==> src/rtl/usb_irq_regs.svh <==
// Register offsets, field positions, reset values and timing counts of the USB interrupt unit
`ifndef USB_IRQ_REGS_SVH
`define USB_IRQ_REGS_SVH

// Printed offsets are not all multiples of four: they are indexes, byte address is index * 4
`define IN_EP_IRQ_IDX 16'h7fa9
`define OUT_EP_IRQ_IDX 16'h7faa
`define USB_EVT_IRQ_IDX 16'h7fab
`define IN_EP_IEN_IDX 16'h7fac
`define OUT_EP_IEN_IDX 16'h7fad
`define USB_EVT_IEN_IDX 16'h7fae
`define BRK_AV_IDX 16'h7faf
`define IRQ_VEC_IDX 16'h7fa8
`define BRK_ADDR_HI_IDX 16'h7fb2
`define BRK_ADDR_LO_IDX 16'h7fb3

// Event bit positions
`define EVT_SETUP_DATA 0
`define EVT_SOF 1
`define EVT_SETUP_TOK 2
`define EVT_SUSPEND 3
`define EVT_BUS_RESET 4
`define EVT_BULK_NAK 5
`define EVT_BITS 6

// Breakpoint control bit positions
`define BAV_AUTO_VEC 0
`define BAV_MATCH_EN 1
`define BAV_PULSE 2
`define BAV_BREAK 3

// Reset values
`define RST_BYTE 8'h00
`define RST_ADDR 16'h0000

// Break pulse: 8 cycles of the 24 MHz core clock, scaled to our clock
`define CORE_CLK_HZ 24000000
`define BRK_PULSE_CORE_CYC 8

`endif

==> src/rtl/usb_irq_pkg.sv <==
// Types shared by the USB interrupt and breakpoint unit
`include "usb_irq_regs.svh"
package usb_irq_pkg;
	typedef struct packed {
		logic [6:0] addr;
		logic [7:0] wdata;
		logic write;
	} reg_req_s;

	typedef struct packed {
		logic [`EVT_BITS-1:0] evt;
		logic [7:0] inBusy;
		logic [7:0] outBusy;
	} usb_evt_s;

	typedef enum logic [1:0] {BRK_IDLE, BRK_PULSE, BRK_HOLD} brk_state_e;
endpackage

==> src/rtl/usb_irq_unit.sv <==
// USB interrupt request, enable, vector and address breakpoint unit
`include "usb_irq_regs.svh"

module usb_irq_unit #(
	parameter int CLK_HZ = 20000000,
	parameter int EP_COUNT = 8
) (
	// Clock and resets
	input wire logic clk,
	input wire logic rst_b,
	input wire logic cpuRst_b,
	// APB slave
	input wire logic psel,
	input wire logic penable,
	input wire logic pwrite,
	input wire logic [31:0] paddr,
	input wire logic [31:0] pwdata,
	output logic [31:0] prdata,
	output logic pready,
	output logic pslverr,
	// Serial engine events, one-cycle pulses and busy levels
	input wire usb_irq_pkg::usb_evt_s usbEvt,
	// Processor address bus
	input wire logic [15:0] cpuAddr,
	input wire logic cpuAddrValid,
	// Outputs to the core
	output logic usbIrqLine,
	output logic breakOutPin,
	output logic autoVectorEn,
	output logic [7:0] irqVector
);
	// Rounded up, so up to 48 MHz the pulse never gets shorter than the core clock figure
	localparam int PULSE_CYC_RAW =
		(`BRK_PULSE_CORE_CYC * (CLK_HZ / 1000) + (`CORE_CLK_HZ / 1000) - 1) / (`CORE_CLK_HZ / 1000);
	localparam int PULSE_CYC = (PULSE_CYC_RAW < 1) ? 1 : PULSE_CYC_RAW;

	logic [7:0] inIrq_reg;
	logic [7:0] outIrq_reg;
	logic [`EVT_BITS-1:0] evtIrq_reg;
	logic [7:0] inIen_reg;
	logic [7:0] outIen_reg;
	logic [7:0] evtIen_reg;
	logic [2:0] bavCtl_reg;
	logic breakFlag_reg;
	logic [15:0] brkAddr_reg;
	logic [7:0] inBusy_reg;
	logic [7:0] outBusy_reg;
	logic [3:0] pulseCnt_reg;
	usb_irq_pkg::brk_state_e brkState_reg;
	usb_irq_pkg::brk_state_e brkState_next;

	// Bus decode; index is byte address / 4, upper index byte fixed at 0x7f
	wire access = psel && penable;
	wire wrStb = access && pwrite;
	wire idxHit = paddr[31:16] == 16'h0001 && paddr[1:0] == 2'b00;
	wire [15:0] idx = {8'h7f, paddr[9:2]};
	wire mapIn = idxHit && idx == `IN_EP_IRQ_IDX;
	wire mapOut = idxHit && idx == `OUT_EP_IRQ_IDX;
	wire mapEvt = idxHit && idx == `USB_EVT_IRQ_IDX;
	wire mapInEn = idxHit && idx == `IN_EP_IEN_IDX;
	wire mapOutEn = idxHit && idx == `OUT_EP_IEN_IDX;
	wire mapEvtEn = idxHit && idx == `USB_EVT_IEN_IDX;
	wire mapBav = idxHit && idx == `BRK_AV_IDX;
	wire mapVec = idxHit && idx == `IRQ_VEC_IDX;
	wire mapBrkHi = idxHit && idx == `BRK_ADDR_HI_IDX;
	wire mapBrkLo = idxHit && idx == `BRK_ADDR_LO_IDX;
	wire mapAny = mapIn | mapOut | mapEvt | mapInEn | mapOutEn | mapEvtEn | mapBav | mapVec
		| mapBrkHi | mapBrkLo;
	wire [7:0] wByte = pwdata[7:0];

	// Busy falling edges; busy levels are same-clock engine logic
	wire [7:0] inFall = inBusy_reg & ~usbEvt.inBusy;
	wire [7:0] outFall = outBusy_reg & ~usbEvt.outBusy;

	// Set wins over a one-write clear; zero writes keep the bit
	wire [7:0] inClr = (wrStb && mapIn) ? wByte : 8'h00;
	wire [7:0] outClr = (wrStb && mapOut) ? wByte : 8'h00;
	wire [`EVT_BITS-1:0] evtClr = (wrStb && mapEvt) ? wByte[`EVT_BITS-1:0] : '0;
	wire [7:0] inIrq_next = (inIrq_reg & ~inClr) | inFall;
	wire [7:0] outIrq_next = (outIrq_reg & ~outClr) | outFall;
	wire [`EVT_BITS-1:0] evtIrq_next = (evtIrq_reg & ~evtClr) | usbEvt.evt;

	// Enables only gate the interrupt, requests stay stored
	wire [7:0] inPend = inIrq_reg & inIen_reg;
	wire [7:0] outPend = outIrq_reg & outIen_reg;
	wire [`EVT_BITS-1:0] evtPend = evtIrq_reg & evtIen_reg[`EVT_BITS-1:0];
	wire irqAny = |{inPend, outPend, evtPend};

	// Vector source: events first, then IN then OUT endpoints by lowest number
	logic [4:0] vecCode;
	always_comb begin
		vecCode = 5'h00;
		for (int i = EP_COUNT - 1; i >= 0; i--) begin
			if (outPend[i]) begin
				vecCode = 5'(`EVT_BITS + EP_COUNT + i);
			end
		end
		for (int i = EP_COUNT - 1; i >= 0; i--) begin
			if (inPend[i]) begin
				vecCode = 5'(`EVT_BITS + i);
			end
		end
		for (int i = `EVT_BITS - 1; i >= 0; i--) begin
			if (evtPend[i]) begin
				vecCode = 5'(i);
			end
		end
	end

	// Breakpoint match
	wire bpMatch = bavCtl_reg[`BAV_MATCH_EN] && cpuAddrValid && cpuAddr == brkAddr_reg;
	wire breakClr = wrStb && mapBav && wByte[`BAV_BREAK];
	wire pulseDone = pulseCnt_reg == 4'(PULSE_CYC - 1);

	always_comb begin
		brkState_next = brkState_reg;
		unique case (brkState_reg)
			usb_irq_pkg::BRK_IDLE: begin
				if (bpMatch) begin
					brkState_next = bavCtl_reg[`BAV_PULSE] ? usb_irq_pkg::BRK_PULSE
						: usb_irq_pkg::BRK_HOLD;
				end
			end
			usb_irq_pkg::BRK_PULSE: begin
				if (pulseDone) begin
					brkState_next = usb_irq_pkg::BRK_IDLE;
				end
			end
			usb_irq_pkg::BRK_HOLD: begin
				if (breakClr && !bpMatch) begin
					brkState_next = usb_irq_pkg::BRK_IDLE;
				end
			end
		endcase
	end
	wire breakFlag_next = brkState_next != usb_irq_pkg::BRK_IDLE;

	// Read mux
	wire [7:0] rByte =
		mapIn ? inIrq_reg :
		mapOut ? outIrq_reg :
		mapEvt ? {2'b00, evtIrq_reg} :
		mapInEn ? inIen_reg :
		mapOutEn ? outIen_reg :
		mapEvtEn ? evtIen_reg :
		mapBav ? {4'h0, breakFlag_reg, bavCtl_reg} :
		mapVec ? irqVector :
		mapBrkHi ? brkAddr_reg[15:8] :
		mapBrkLo ? brkAddr_reg[7:0] : 8'h00;

	// Event requests: power-on reset only, blind to processor reset
	always_ff @(posedge clk or negedge rst_b) begin
		if (!rst_b) begin
			evtIrq_reg <= '0;
		end else begin
			evtIrq_reg <= evtIrq_next;
		end
	end

	// Busy history survives processor reset, so no false fall follows it
	always_ff @(posedge clk or negedge rst_b) begin
		if (!rst_b) begin
			inBusy_reg <= `RST_BYTE;
			outBusy_reg <= `RST_BYTE;
		end else begin
			inBusy_reg <= usbEvt.inBusy;
			outBusy_reg <= usbEvt.outBusy;
		end
	end

	// One request pair per endpoint
	for (genvar ep = 0; ep < 8; ep++) begin : g_ep
		always_ff @(posedge clk or negedge rst_b) begin
			if (!rst_b) begin
				inIrq_reg[ep] <= 1'b0;
				outIrq_reg[ep] <= 1'b0;
			end else if (!cpuRst_b) begin
				inIrq_reg[ep] <= 1'b0;
				outIrq_reg[ep] <= 1'b0;
			end else begin
				inIrq_reg[ep] <= inIrq_next[ep];
				outIrq_reg[ep] <= outIrq_next[ep];
			end
		end
	end

	// Register write strobes
	wire wrInEn = wrStb && mapInEn;
	wire wrOutEn = wrStb && mapOutEn;
	wire wrEvtEn = wrStb && mapEvtEn;
	wire wrBav = wrStb && mapBav;
	wire wrBrkHi = wrStb && mapBrkHi;
	wire wrBrkLo = wrStb && mapBrkLo;

	// Processor reset is a sampled level, so it acts as a synchronous clear
	always_ff @(posedge clk or negedge rst_b) begin
		if (!rst_b) begin
			inIen_reg <= `RST_BYTE;
		end else if (!cpuRst_b) begin
			inIen_reg <= `RST_BYTE;
		end else if (wrInEn) begin
			inIen_reg <= wByte;
		end
	end

	always_ff @(posedge clk or negedge rst_b) begin
		if (!rst_b) begin
			outIen_reg <= `RST_BYTE;
		end else if (!cpuRst_b) begin
			outIen_reg <= `RST_BYTE;
		end else if (wrOutEn) begin
			outIen_reg <= wByte;
		end
	end

	always_ff @(posedge clk or negedge rst_b) begin
		if (!rst_b) begin
			evtIen_reg <= `RST_BYTE;
		end else if (!cpuRst_b) begin
			evtIen_reg <= `RST_BYTE;
		end else if (wrEvtEn) begin
			evtIen_reg <= wByte;
		end
	end

	always_ff @(posedge clk or negedge rst_b) begin
		if (!rst_b) begin
			bavCtl_reg <= 3'b000;
		end else if (!cpuRst_b) begin
			bavCtl_reg <= 3'b000;
		end else if (wrBav) begin
			bavCtl_reg <= wByte[2:0];
		end
	end

	always_ff @(posedge clk or negedge rst_b) begin
		if (!rst_b) begin
			brkAddr_reg[15:8] <= `RST_BYTE;
		end else if (!cpuRst_b) begin
			brkAddr_reg[15:8] <= `RST_BYTE;
		end else if (wrBrkHi) begin
			brkAddr_reg[15:8] <= wByte;
		end
	end

	always_ff @(posedge clk or negedge rst_b) begin
		if (!rst_b) begin
			brkAddr_reg[7:0] <= `RST_BYTE;
		end else if (!cpuRst_b) begin
			brkAddr_reg[7:0] <= `RST_BYTE;
		end else if (wrBrkLo) begin
			brkAddr_reg[7:0] <= wByte;
		end
	end

	// Breakpoint sequencer; pin and flag come from the same next value
	always_ff @(posedge clk or negedge rst_b) begin
		if (!rst_b) begin
			brkState_reg <= usb_irq_pkg::BRK_IDLE;
			pulseCnt_reg <= 4'h0;
			breakFlag_reg <= 1'b0;
			breakOutPin <= 1'b0;
		end else if (!cpuRst_b) begin
			brkState_reg <= usb_irq_pkg::BRK_IDLE;
			pulseCnt_reg <= 4'h0;
			breakFlag_reg <= 1'b0;
			breakOutPin <= 1'b0;
		end else begin
			brkState_reg <= brkState_next;
			pulseCnt_reg <= (brkState_reg == usb_irq_pkg::BRK_PULSE && !pulseDone)
				? pulseCnt_reg + 4'h1 : 4'h0;
			breakFlag_reg <= breakFlag_next;
			breakOutPin <= breakFlag_next;
		end
	end

	// Interrupt outputs; the vector holds its last code once nothing is pending
	always_ff @(posedge clk or negedge rst_b) begin
		if (!rst_b) begin
			usbIrqLine <= 1'b0;
			irqVector <= 8'h00;
			autoVectorEn <= 1'b0;
		end else if (!cpuRst_b) begin
			usbIrqLine <= 1'b0;
			irqVector <= 8'h00;
			autoVectorEn <= 1'b0;
		end else begin
			usbIrqLine <= irqAny;
			if (irqAny) begin
				irqVector <= {1'b0, vecCode, 2'b00};
			end
			autoVectorEn <= bavCtl_reg[`BAV_AUTO_VEC];
		end
	end

	// APB answers in the access cycle; unmapped reads zero and flag an error
	always_ff @(posedge clk or negedge rst_b) begin
		if (!rst_b) begin
			prdata <= 32'h0000_0000;
			pready <= 1'b0;
			pslverr <= 1'b0;
		end else begin
			pready <= psel && !penable;
			pslverr <= psel && !penable && !mapAny;
			prdata <= (psel && !penable && !pwrite) ? {24'h000000, rByte} : 32'h0000_0000;
		end
	end
endmodule

==> config.mk <==
export PLATFORM = sky130hd
export DESIGN_NAME = usb_irq_unit
export DESIGN_NICKNAME = d
export VERILOG_FILES = /design/src/rtl/usb_irq_pkg.sv /design/src/rtl/usb_irq_unit.sv
export VERILOG_INCLUDE_DIRS = /design/src /design/src/rtl
export SDC_FILE = /design/constraint.sdc
export NUM_CORES = 1
export LEC_CHECK = 0
export BUFFER_PORTS_ARGS = -buffer_cell sky130_fd_sc_hd__buf_2
export CAP_MARGIN = 40
export CELL_PAD_IN_SITES_DETAIL_PLACEMENT = 1
export CELL_PAD_IN_SITES_GLOBAL_PLACEMENT = 2
export CORE_MARGIN = 8
export CORE_UTILIZATION = 32
export CTS_BUF_LIST = sky130_fd_sc_hd__clkbuf_16
export CTS_CLUSTER_SIZE = 40
export DETAILED_ROUTE_END_ITERATION = 6
export PLACE_DENSITY = 0.86
export SLEW_MARGIN = 10
export SYNTH_ARGS = -nofsm -noshare
export SYNTH_HDL_FRONTEND = slang
export SYNTH_SLANG_ARGS = --single-unit
==> constraint.sdc <==
create_clock -name clk -period 2.29 [get_ports clk]
set_clock_uncertainty 0.1 [all_clocks]
set_input_delay 0.229 -clock clk [delete_from_list [all_inputs] [get_ports clk]]
set_output_delay 0.229 -clock clk [all_outputs]
set_load 0.005 [all_outputs]
-- Word-level counts from Yosys, hierarchy flattened
Cells that the tools add are included.
W data, S select, Z words.
- logic and storage cells: 198
- output and inout bits: 45
- bits of input ports: 109
- register bits: 108
- $add $sub $neg: 1
- reduce and logical (&&, ||, !) cells: 39
- mux-type cells: 77
- equality and inequality tests: 22
- bitwise gates (word level): 25
- operator list (kind ; count):
    $mux W8 ; 25
    $mux W5 ; 22
    $eq A8 B8 Y1 const B ; 10
    $and A8 B8 Y8 ; 6
    $not A8 Y8 ; 4
    $logic_and A1 B1 Y1 ; 30
    $reduce_or A22 Y1 ; 1
    $mux W1 ; 19
    $eq A16 B1 Y1 const B ; 1
    $eq A16 B16 Y1 ; 1
    $or A8 B8 Y8 ; 2
    $ne A2 B1 Y1 const B ; 7
    $and A6 B6 Y6 ; 2
    $mux W2 ; 5
    $or A1 B1 Y1 ; 9
    $mux W4 ; 2
    $mux W3 ; 2
    $mux W6 ; 1
    $not A6 Y6 ; 1
    $or A6 B6 Y6 ; 1
    $pmux W2 S3 ; 1
    $logic_not A1 Y1 ; 5
    $add A4 B1 Y4 const B ; 1
    $eq A4 B3 Y1 const B ; 1
    4 further kinds ; 5

-- Depth between registers and ports, before layout
Gate-level depths: netlist (run 1).
- depth in word-level cells: 25
- mapped depth: 9
- gate-level depth less buffers: 7

-- Least setup slack after synthesis (run 1)
OpenSTA, ideal clock, no wires.
- kind: input -> register
- from: in paddr[29]
- to: reg prdata[2]
- setup time: 0.065 ns
- arrival: 2.359 ns
- buffers on the path: 2
- data required time: 2.125 ns
- cell stages on the path: 9
- slack: -0.234 ns
- path through: or4_4 > or2_1 > buf_6 > or4_1 > buf_2 > o211ai_2 > a222oi_1 > o221ai_1 > o211a_1
- longest elaborated chain between the ends: 14
- elaborated cells on any way between the ends: 23
- those cells by class: 1 x eq/ne; 11 x mux; 11 x reduce/logical
- RTL lines (element ; RTL line ; text):
    start: declaration ; usb_irq_unit.sv:16 ; input wire logic [31:0] paddr,
    $eq A16 B1 Y1 * ; usb_irq_unit.sv:55 ; wire idxHit = paddr[31:16] == 16'h0001 && paddr[1:0] == 2'b00;
    $logic_and A1 B1 Y1 * ; usb_irq_unit.sv:55 ;
    $logic_and A1 B1 Y1 (no line) ; -- ;
    $mux W8 ; usb_irq_unit.sv:149 ; mapBrkLo ? brkAddr_reg[7:0] : 8'h00;
    $mux W8 ; usb_irq_unit.sv:148 ; mapBrkHi ? brkAddr_reg[15:8] :
    $mux W8 ; usb_irq_unit.sv:147 ; mapVec ? irqVector :
    $mux W8 ; usb_irq_unit.sv:146 ; mapBav ? {4'h0, breakFlag_reg, bavCtl_reg} :
    $mux W8 ; usb_irq_unit.sv:145 ; mapEvtEn ? evtIen_reg :
    $mux W8 ; usb_irq_unit.sv:144 ; mapOutEn ? outIen_reg :
    $mux W8 ; usb_irq_unit.sv:143 ; mapInEn ? inIen_reg :
    $mux W8 ; usb_irq_unit.sv:142 ; mapEvt ? {2'b00, evtIrq_reg} :
    $mux W8 ; usb_irq_unit.sv:141 ; mapOut ? outIrq_reg :
    $mux W8 * ; usb_irq_unit.sv:140 ; mapIn ? inIrq_reg :
    $mux W8 * ; usb_irq_unit.sv:305 ; prdata <= (psel && !penable && !pwrite) ? {24'h000000, rByte} : 32'h0000_0000;
    end signal: assignment ; usb_irq_unit.sv:305 ;
    end: declaration ; usb_irq_unit.sv:18 ; output logic [31:0] prdata,
Every way passes the cells marked *; elsewhere a longest branch is shown, timed or not.
A chain may end at the register's enable or synchronous reset.

-- Worst setup path after layout (run 1)
- from: in paddr[29]
- to: reg brkState_reg[0]
- longest elaborated chain between the ends: 9
- RTL lines (element ; RTL line ; text):
    $eq A16 B1 Y1 ; usb_irq_unit.sv:55 ;
    $logic_and A1 B1 Y1 ; usb_irq_unit.sv:55 ;
    $logic_and A1 B1 Y1 (no line) ; -- ;
    $logic_and A1 B1 Y1 (2 in series) ; usb_irq_unit.sv:112 ; wire breakClr = wrStb && mapBav && wByte[`BAV_BREAK];
    $logic_and A1 B1 Y1 ; usb_irq_unit.sv:130 ; if (breakClr && !bpMatch) begin
    $mux W2 ; usb_irq_unit.sv:130 ;
    $pmux W2 S3 ; usb_irq_unit.sv:117 ; unique case (brkState_reg)
    $mux W2 ; usb_irq_unit.sv:263 ; end else if (!cpuRst_b) begin
    end signal: assignment ; usb_irq_unit.sv:259 ; brkState_reg <= usb_irq_pkg::BRK_IDLE;
    end signal: assignment ; usb_irq_unit.sv:264 ; brkState_reg <= usb_irq_pkg::BRK_IDLE;
    end signal: assignment ; usb_irq_unit.sv:269 ; brkState_reg <= brkState_next;
    end: declaration ; usb_irq_unit.sv:49 ; usb_irq_pkg::brk_state_e brkState_reg;
No other way between the ends.

==> results of run 1 <==
==> how the worst max path moves through the flow <==
stage	slack, ns	start	end	cells past startpoint
floorplan	-0.15	paddr[30]	inIen_reg[0]$_DFFE_PN0P_	8
CTS	0.001	paddr[29]	prdata[3]$_DFF_PN0_	9
finish	0.07	paddr[29]	brkState_reg[0]$_DFF_PN0_	9
global placement	-0.45	paddr[22]	prdata[0]$_DFF_PN0_	9
detailed placement	-0.45	paddr[22]	prdata[0]$_DFF_PN0_	9
global route	0.008	paddr[22]	prdata[0]$_DFF_PN0_	8
==> stage by stage <==
stage          power [mW]  instance area (um^2)  setup WS (ns)  hold slack, ns  std cells
2_1_floorplan        2.12                  5980         -0.150          -0.167        653
3_3_place_gp         2.29                  6960         -0.448           0.115        989
3_5_place_dp         2.30                  6960         -0.451           0.122        989
4_1_cts              3.77                  7470        0.00131          0.0653       1029
5_1_grt              3.88                  7490        0.00760          0.0931       1029
6_report             3.73                  7490         0.0748          0.0758       1029
==> cells in the mapped netlist (all sizes together) (6+ instances only) <==
cell / instances
o21ai: 12
nor4: 12
nand3: 17
mux2i: 30
buf: 33
and3: 9
nand2: 106
xor2: 13
nor3: 9
nand4: 6
nor2: 31
a21oi: 34
o211ai: 6
a21o: 6
clkbuf: 22
a21boi: 21
inv: 10
nor2b: 67
dfrtp: 105
==> worst max-delay path, stage by stage <==
cell	delay (ns)
buf_2	0.10
or4_4	0.56
or2_4	0.28
buf_4	0.16
nor4_4	0.15
o311ai_1	0.16
a221o_1	0.37
and3_1	0.17
o21a_1	0.17
==> report_power, final <==
group | internal (mW) | switching (mW)
Clock | 0.725 | 0.714
Sequential | 1.89 | 0.0289
Combinational | 0.165 | 0.213
Total | 2.78 | 0.956
==> what timing repair did <==
item | in CTS | in global routing
hold endpoints to repair | 49 | 0
hold buffers | 24 | 0
endpoints found under the setup margin | 1 | 6
pin swaps | 0 | 0
resized for setup | 1 | 5
==> layout make-up <==
type,count,area [um^2]
Inverter,10,37.5
Sequential cell,105,2630
Timing Repair Buffer,186,1270
Tap cell,229,287
Clock inverter,7,38.8
Fill cell,2092,10500
Clock buffer,9,225
Multi-Input combinational cell,483,3000
==> cell families after synthesis <==
group	synth area share
other	0.000642
muxes	0.0534
xor gates and xnor gates	0.0270
and+or+nand+nor	0.257
AOI/OAI and AO/OA	0.142
DFF	0.450
buffers and inverters	0.0611
adders and majority gates	0.00857
==> cell usage in the layout, fill, tap and decap left out, drive strengths merged, types with 17 or more instances in the layout <==
master	n
buf	162
nand2	106
dfrtp	105
nor2b	67
a21oi	34
nor2	31
mux2i	30
conb	27
dlygate4sd3	24
a21boi	21
nand3	17
==> metal layers <==
metal / vias to the layer above / share of wire / GRT usage
met4: 0 / 0.027 / 0.0782
met3: 32 / 0.062 / 0.0290
met2: 164 / 0.49 / 0.329
li1: 2475 / - / -
met1: 2655 / 0.42 / 0.245
met5: - / 0 / 0
==> flow_summary.json, run 1 <==
{
  "timing.setup.tns_ns": 0,
  "root_buffer": "clkbuf_16",
  "hold_viol": 0,
  "post-route-period-util": 0.967,
  "final_layout_size_suffix_gt1_frac": 0.245,
  "dieArea_mm2": 0.0228,
  "grt_pass1_wl_um": 33500,
  "final_nets": 908,
  "die_height_um": 151,
  "synth-seq-cells": 105,
  "yosysUniqueCellTypes": 69,
  "cts_inserted_buffers": 9,
  "hold_end": "pready$_DFF_PN0_",
  "fp.dieW_um": 151,
  "p_per_area_mw_per_mm2": 499,
  "hold_path_depth": 2,
  "clk_pin_slew_ns": 0.08,
  "io_pins": 154,
  "synth_area_mm2": 0.00584,
  "port_buffers": 96,
  "syn-instance-count": 627,
  "max_cap_viol_count": 0,
  "rsz0062_at_grt": "false",
  "clkSinkCount": 105,
  "placementRows": 49,
  "start_util": 0.325,
  "setup_viol": 0,
  "remaining_drc_errors": 0,
  "synth_edf_count": 0,
  "critPathMaxFanout": 7,
  "grtUsageTotal": 0.194,
  "fmax_ghz": 0.451,
  "p_leak_nw": 3.31,
  "drtIter0Drc": 334,
  "largest_reg_flops": 16,
  "cp-end-kind": "flop",
  "viasPerCell": 5.18,
  "antenna_found_initial": 0,
  "slew_viol_final": 0,
  "synth.yosys.seq_area_share": 0.450,
  "status": "complete, no violations",
  "overflow": 0,
  "synth_top_area_share": 0.450,
  "routabilityCongestion": 0.901,
  "ys.flop_type": "dfrtp_1",
  "synthTopCellsByArea": "dfrtp_1, nor2b_1, nand2_1",
  "firstDrtPassIters": 4,
  "fin_util": 0.417,
  "async_flop_share": 1.00,
  "htreeDepth": 3,
  "hp-class": "in2reg",
  "postCtsSetupBuffers": 0,
  "slew_headroom": 0.636,
  "period_needed_ns": 2.22,
  "tightest_slew_ns": 0.545,
  "avgSynthCellArea_um2": 9.31,
  "regToRegSetupSlack_ns": 0.17,
  "grt_pass1_vias": 5831,
  "timing.rr.end": "breakFlag_reg$_DFF_PN0_",
  "wl_um": 21600,
  "min_from": "psel",
  "critPathKind": "in2reg",
  "cp.required_ns": 2.44,
  "num_vias": 5326,
  "startpoint_type": "input port",
  "arrival_ns": 2.36,
  "antenna_cells": 0,
  "cts_tree": "yes",
  "area_growth_pct": 28.3,
  "r2r_start": "brkAddr_reg[14]$_DFFE_PN0P_",
  "synth_top_cell_by_area": "dfrtp_1",
  "clockBufferDepth": 2,
  "hpwl_um": 17000,
  "wire_per_inst_um": 20.9,
  "grt_max_degree": 44,
  "ff2ff_path_depth": 7,
  "clk_latency_ns": 0.36,
  "peakVddDrop_v": 0.000357,
  "coreArea_mm2": 0.0180,
  "detail-route-antenna-nets": 0,
  "yosysWarnings": 0
}
Note: power is estimated with default switching activity, not from simulation.
==> run 2, diff against run 1 <==
Settings changed: RECOVER_POWER set to 25.
==> run 2 against run 1 <==
  * Non-clock buffer count unchanged
  * Core utilization decreased by 0.20 points
  * Register-to-register slack hardly changed
  * Wire length hardly changed
  * Critical path depth is the same
  * First-iteration DRC count decreased by 6.3%
  * Total power shrank 0.12%
  * Global-route usage did not move
  * Final area is 0.47% lower
  * Hold slack gained 0.0017 ns
  * Final cell count unchanged
  * Combinational power down 2%
  * Critical endpoint unchanged
==> flow_summary.json, run 2 (synthesized netlist as in run 1, its figures left out) <==
{
  "clk_pin_slew_ns": 0.08,
  "final_nets": 908,
  "remaining_drc_errors": 0,
  "placementRows": 49,
  "coreArea_mm2": 0.0180,
  "layout_commonest_cell": "nand2_1",
  "peakVddDrop_v": 0.000358,
  "cp.required_ns": 2.44,
  "clk_latency_ns": 0.36,
  "grt_pass1_wl_um": 33500,
  "clkSinkCount": 105,
  "wl_um": 21600,
  "grt_pass1_vias": 5831,
  "start_util": 0.325,
  "cts_inserted_buffers": 9,
  "root_buffer": "clkbuf_16",
  "die_height_um": 151,
  "grt_max_degree": 44,
  "fmax_ghz": 0.451,
  "cp-end-kind": "flop",
  "post-route-period-util": 0.967,
  "drtIter0Drc": 313,
  "fillers": 2101,
  "total_power_mw": 3.73,
  "grtUsageTotal": 0.194,
  "slew_viol_final": 0,
  "detail-route-antenna-nets": 0,
  "postCtsSetupBuffers": 0,
  "setup_slack_ns": 0.0750,
  "dp_slack_ns": -0.451,
  "io_pins": 154,
  "num_vias": 5375,
  "max_cap_viol_count": 0,
  "final_cell_mix": "nand2_1, dfrtp_1, buf_2",
  "arrival_ns": 2.36,
  "viasPerCell": 5.22,
  "p_per_area_mw_per_mm2": 500,
  "period_needed_ns": 2.22,
  "area_growth_pct": 27.7,
  "hpwl_um": 17000,
  "whs_ns": 0.0775,
  "cts_tree": "yes",
  "critPathMaxFanout": 7,
  "timing.setup.tns_ns": 0,
  "routabilityCongestion": 0.901,
  "multiInputGateArea_mm2": 0.00300,
  "setup_viol": 0,
  "p_leak_nw": 3.26,
  "htreeDepth": 3,
  "rsz0062_at_grt": "false",
  "hp-class": "in2reg",
  "status": "complete, no violations",
  "slew_headroom": 0.205,
  "hold_viol": 0,
  "antenna_found_initial": 0,
  "final_layout_size_suffix_gt1_frac": 0.228,
  "largest_reg_flops": 16,
  "antenna_cells": 0,
  "overflow": 0,
  "wire_per_inst_um": 21.0,
  "clockBufferDepth": 2,
  "fp.dieW_um": 151,
  "dieArea_mm2": 0.0228,
  "tightest_slew_ns": 1.19,
  "port_buffers": 96,
  "startpoint_type": "input port",
  "critPathKind": "in2reg",
  "firstDrtPassIters": 5,
  "seqCellArea_mm2": 0.00263
}
[run 2: power breakdown]
part / total, mW / internal (mW) / switching [mW]
combinational: 0.372 / 0.158 / 0.214
clock: 1.44 / 0.725 / 0.715
sequential: 1.92 / 1.89 / 0.0289
[run 2: stage by stage]
stage               area, um^2  utilization  instances
floorplan                 5980            -        653
global placement          6960        0.388        989
detailed placement        6960        0.388        989
CTS                       7470        0.416       1029
global route              7450        0.415       1029
finish                    7450        0.415       1029
[run 2: worst paths after layout]
kind	start	end	slack (ns)	cells past startpoint
max	paddr[29]	brkState_reg[0]$_DFF_PN0_	0.07	9
min	psel	pready$_DFF_PN0_	0.08	2
max reg2reg	brkAddr_reg[14]$_DFFE_PN0P_	breakFlag_reg$_DFF_PN0_	0.17	7
min reg2reg	pulseCnt_reg[0]$_DFF_PN0_	pulseCnt_reg[0]$_DFF_PN0_	0.43	1
max in group asynchronous	rst_b	evtIrq_reg[5]$_DFF_PN0_	0.46	3
min in group asynchronous	rst_b	brkAddr_reg[8]$_DFFE_PN0P_	0.44	2
[run 2: layout make-up]
| type | count | area share |
|---|---|---|
| clock buffers | 9 | 0.0302 |
| clock inverters | 7 | 0.00520 |
| inverters | 10 | 0.00504 |
| multi-input cells | 483 | 0.403 |
| flip-flops and latches | 105 | 0.353 |
| well taps | 229 | 0.0384 |
| repair buffers | 186 | 0.166 |
[run 2: per-layer routing]
metal / vias to the layer above / GRT usage / routed length [um]
met5: - / 0 / 0
met4: 0 / 0.0782 / 643
met3: 37 / 0.0290 / 991
met2: 164 / 0.329 / 10600
met1: 2699 / 0.245 / 9320
li1: 2475 / - / -
[run 2: worst max-delay path: stages]
cell and delay, ns:
buf_2 0.10, or4_4 0.56, or2_4 0.28, buf_4 0.16
nor4_4 0.15, o311ai_1 0.16, a221o_1 0.37, and3_1 0.17
o21a_1 0.17
[run 2: what timing repair did]
| action | 4_1_cts | 5_1_grt |
|---|---|---|
| hold buffers | 24 | 0 |
| setup endpoints to repair | 1 | 6 |
| endpoints found under the hold margin | 49 | 0 |
| resized for setup | 1 | 5 |
==> run 3, diff against run 2 <==
Settings changed: PLACE_DENSITY 0.86 to 0.85, RECOVER_POWER 25 to 50.
==> run 3 against run 2 <==
  * Hold slack better by 0.0071 ns
  * Sequential power hardly changed
  * Wire length is 0.77% higher
  * Fmax is 0.71% higher
  * Register-to-register slack better by 0.07 ns
  * Final cell count is 0.29% higher
  * Sequential cell count stayed put
  * Global-route usage is 0.069 points higher
  * Combinational power hardly changed
  * Setup slack better by 0.016 ns
  * Critical path depth stayed put
==> flow_summary.json, run 3 (synthesized netlist as in run 1, its figures left out) <==
{
  "dieArea_mm2": 0.0228,
  "status": "complete, no violations",
  "io_pins": 154,
  "clk_pin_slew_ns": 0.07,
  "die_height_um": 151,
  "setup_viol": 0,
  "clkSinkCount": 105,
  "wl_um": 21700,
  "hpwl_um": 16900,
  "drtIter0Drc": 276,
  "clockBufferDepth": 2,
  "final_cell_mix": "nand2_1, dfrtp_1, nor2b_1, buf_2, buf_4",
  "peakVddDrop_v": 0.000338,
  "coreArea_mm2": 0.0180,
  "hp-class": "in2reg",
  "final_nets": 911,
  "wire_per_inst_um": 21.1,
  "routabilityCongestion": 0.889,
  "final_layout_size_suffix_gt1_frac": 0.220,
  "p_per_area_mw_per_mm2": 520,
  "port_buffers": 96,
  "slew_viol_final": 0,
  "arrival_ns": 2.37,
  "setup_slack_ns": 0.0906,
  "cp-end-kind": "flop",
  "cts_tree": "yes",
  "hold_viol": 0,
  "overflow": 0,
  "antenna_cells": 0,
  "remaining_drc_errors": 0,
  "grt_pass1_wl_um": 33600,
  "largest_reg_flops": 16,
  "dp_slack_ns": -0.475,
  "firstDrtPassIters": 5,
  "tightest_slew_ns": 0.976,
  "detail-route-antenna-nets": 0,
  "max_cap_viol_count": 0,
  "clk_latency_ns": 0.36,
  "critPathMaxFanout": 3,
  "htreeDepth": 3,
  "viasPerCell": 5.20,
  "slew_headroom": 0.350,
  "cp.required_ns": 2.46,
  "antenna_found_initial": 0,
  "start_util": 0.325,
  "period_needed_ns": 2.20,
  "fp.dieW_um": 151,
  "grt_pass1_vias": 5875,
  "grt_max_degree": 36,
  "placementRows": 49,
  "startpoint_type": "input port",
  "grtUsageTotal": 0.195,
  "num_vias": 5368,
  "root_buffer": "clkbuf_16",
  "p_leak_nw": 3.22,
  "fmax_ghz": 0.455,
  "cts_inserted_buffers": 9,
  "area_growth_pct": 28.1,
  "critPathKind": "in2reg",
  "fin_util": 0.416,
  "post-route-period-util": 0.960,
  "rsz0062_at_grt": "true",
  "layout_commonest_cell": "nand2_1",
  "fillers": 2118
}
## run 3: cell count changes in the layout (fill, tap and decap cells not counted), sizes merged
cell	delta
clkinv	-1
inv	+1
clkbuf	+16
bufinv	+1
buf	-13
clkinvlp	-1
## run 3: final cells by class
type / instances / area (um^2) / share of cell area
Timing Repair Buffer: 189 / 1220 / 0.163
Inverter: 10 / 37.5 / 0.00502
Multi-Input combinational cell: 483 / 3010 / 0.403
Sequential cell: 105 / 2630 / 0.351
Tap cell: 229 / 287 / 0.0383
Clock buffer: 9 / 225 / 0.0301
Clock inverter: 7 / 71.3 / 0.00953
## run 3: path summary, 6_finish.rpt
| path | startpoint | to | slack (ns) | depth (start not counted) |
|---|---|---|---|---|
| setup / recovery | paddr[29] | prdata[4]$_DFF_PN0_ | 0.09 | 9 |
| hold / removal | pwdata[6] | inIen_reg[6]$_DFFE_PN0P_ | 0.08 | 3 |
| setup reg to reg | brkAddr_reg[14]$_DFFE_PN0P_ | brkState_reg[0]$_DFF_PN0_ | 0.24 | 7 |
| hold reg to reg | pulseCnt_reg[0]$_DFF_PN0_ | pulseCnt_reg[0]$_DFF_PN0_ | 0.41 | 1 |
| max in group asynchronous | rst_b | outIen_reg[6]$_DFFE_PN0P_ | 0.49 | 3 |
| min in group asynchronous | rst_b | prdata[4]$_DFF_PN0_ | 0.47 | 2 |
## run 3: power breakdown
group | switching, mW | total [mW] | internal [mW] | leakage [nW]
logic | 0.215 | 0.372 | 0.157 | 1.68
clock network | 0.752 | 1.60 | 0.851 | 0.149
registers | 0.0302 | 1.92 | 1.89 | 1.38
total | 0.997 | 3.89 | 2.90 | 3.22
## run 3: per-stage QoR
| stage | instances | instance area (um^2) | TNS (ns) | total power, mW | hold WS, ns |
|---|---|---|---|---|---|
| 2_1_floorplan | 653 | 5980 | -2.99 | 2.12 | -0.167 |
| 3_3_place_gp | 992 | 6960 | -10.46 | 2.28 | 0.128 |
| 3_5_place_dp | 992 | 6960 | -13.61 | 2.30 | 0.130 |
| 4_1_cts | 1032 | 7500 | 0 | 3.94 | 0.0771 |
| 5_1_grt | 1032 | 7480 | -0.00953 | 4.04 | 0.0918 |
| 6_report | 1032 | 7480 | 0 | 3.89 | 0.0846 |
## run 3: timing repair
action	in CTS	in global routing
setup buffers	0	0
setup endpoints to repair	9	16
gates resized for setup	2	7
hold endpoints to repair	54	0
hold buffers	24	0
pin swaps	0	1
## run 3: worst max-delay path, stage by stage
cell and delay (ns):
buf_2 0.10, or4_4 0.53, buf_4 0.15, or3_1 0.50, nor3_4 0.30, buf_4 0.17, buf_4 0.10, a221oi_1 0.07
o22ai_1 0.23
## run 3: routing by layer
layer | wire [um] | vias to the layer above | track usage | share of wire
li1 | - | 2471 | - | -
met1 | 9350 | 2719 | 0.244 | 0.43
met2 | 10800 | 148 | 0.333 | 0.50
met3 | 1100 | 30 | 0.0373 | 0.051
met4 | 438 | 0 | 0.0628 | 0.020
met5 | 0 | - | 0 | 0
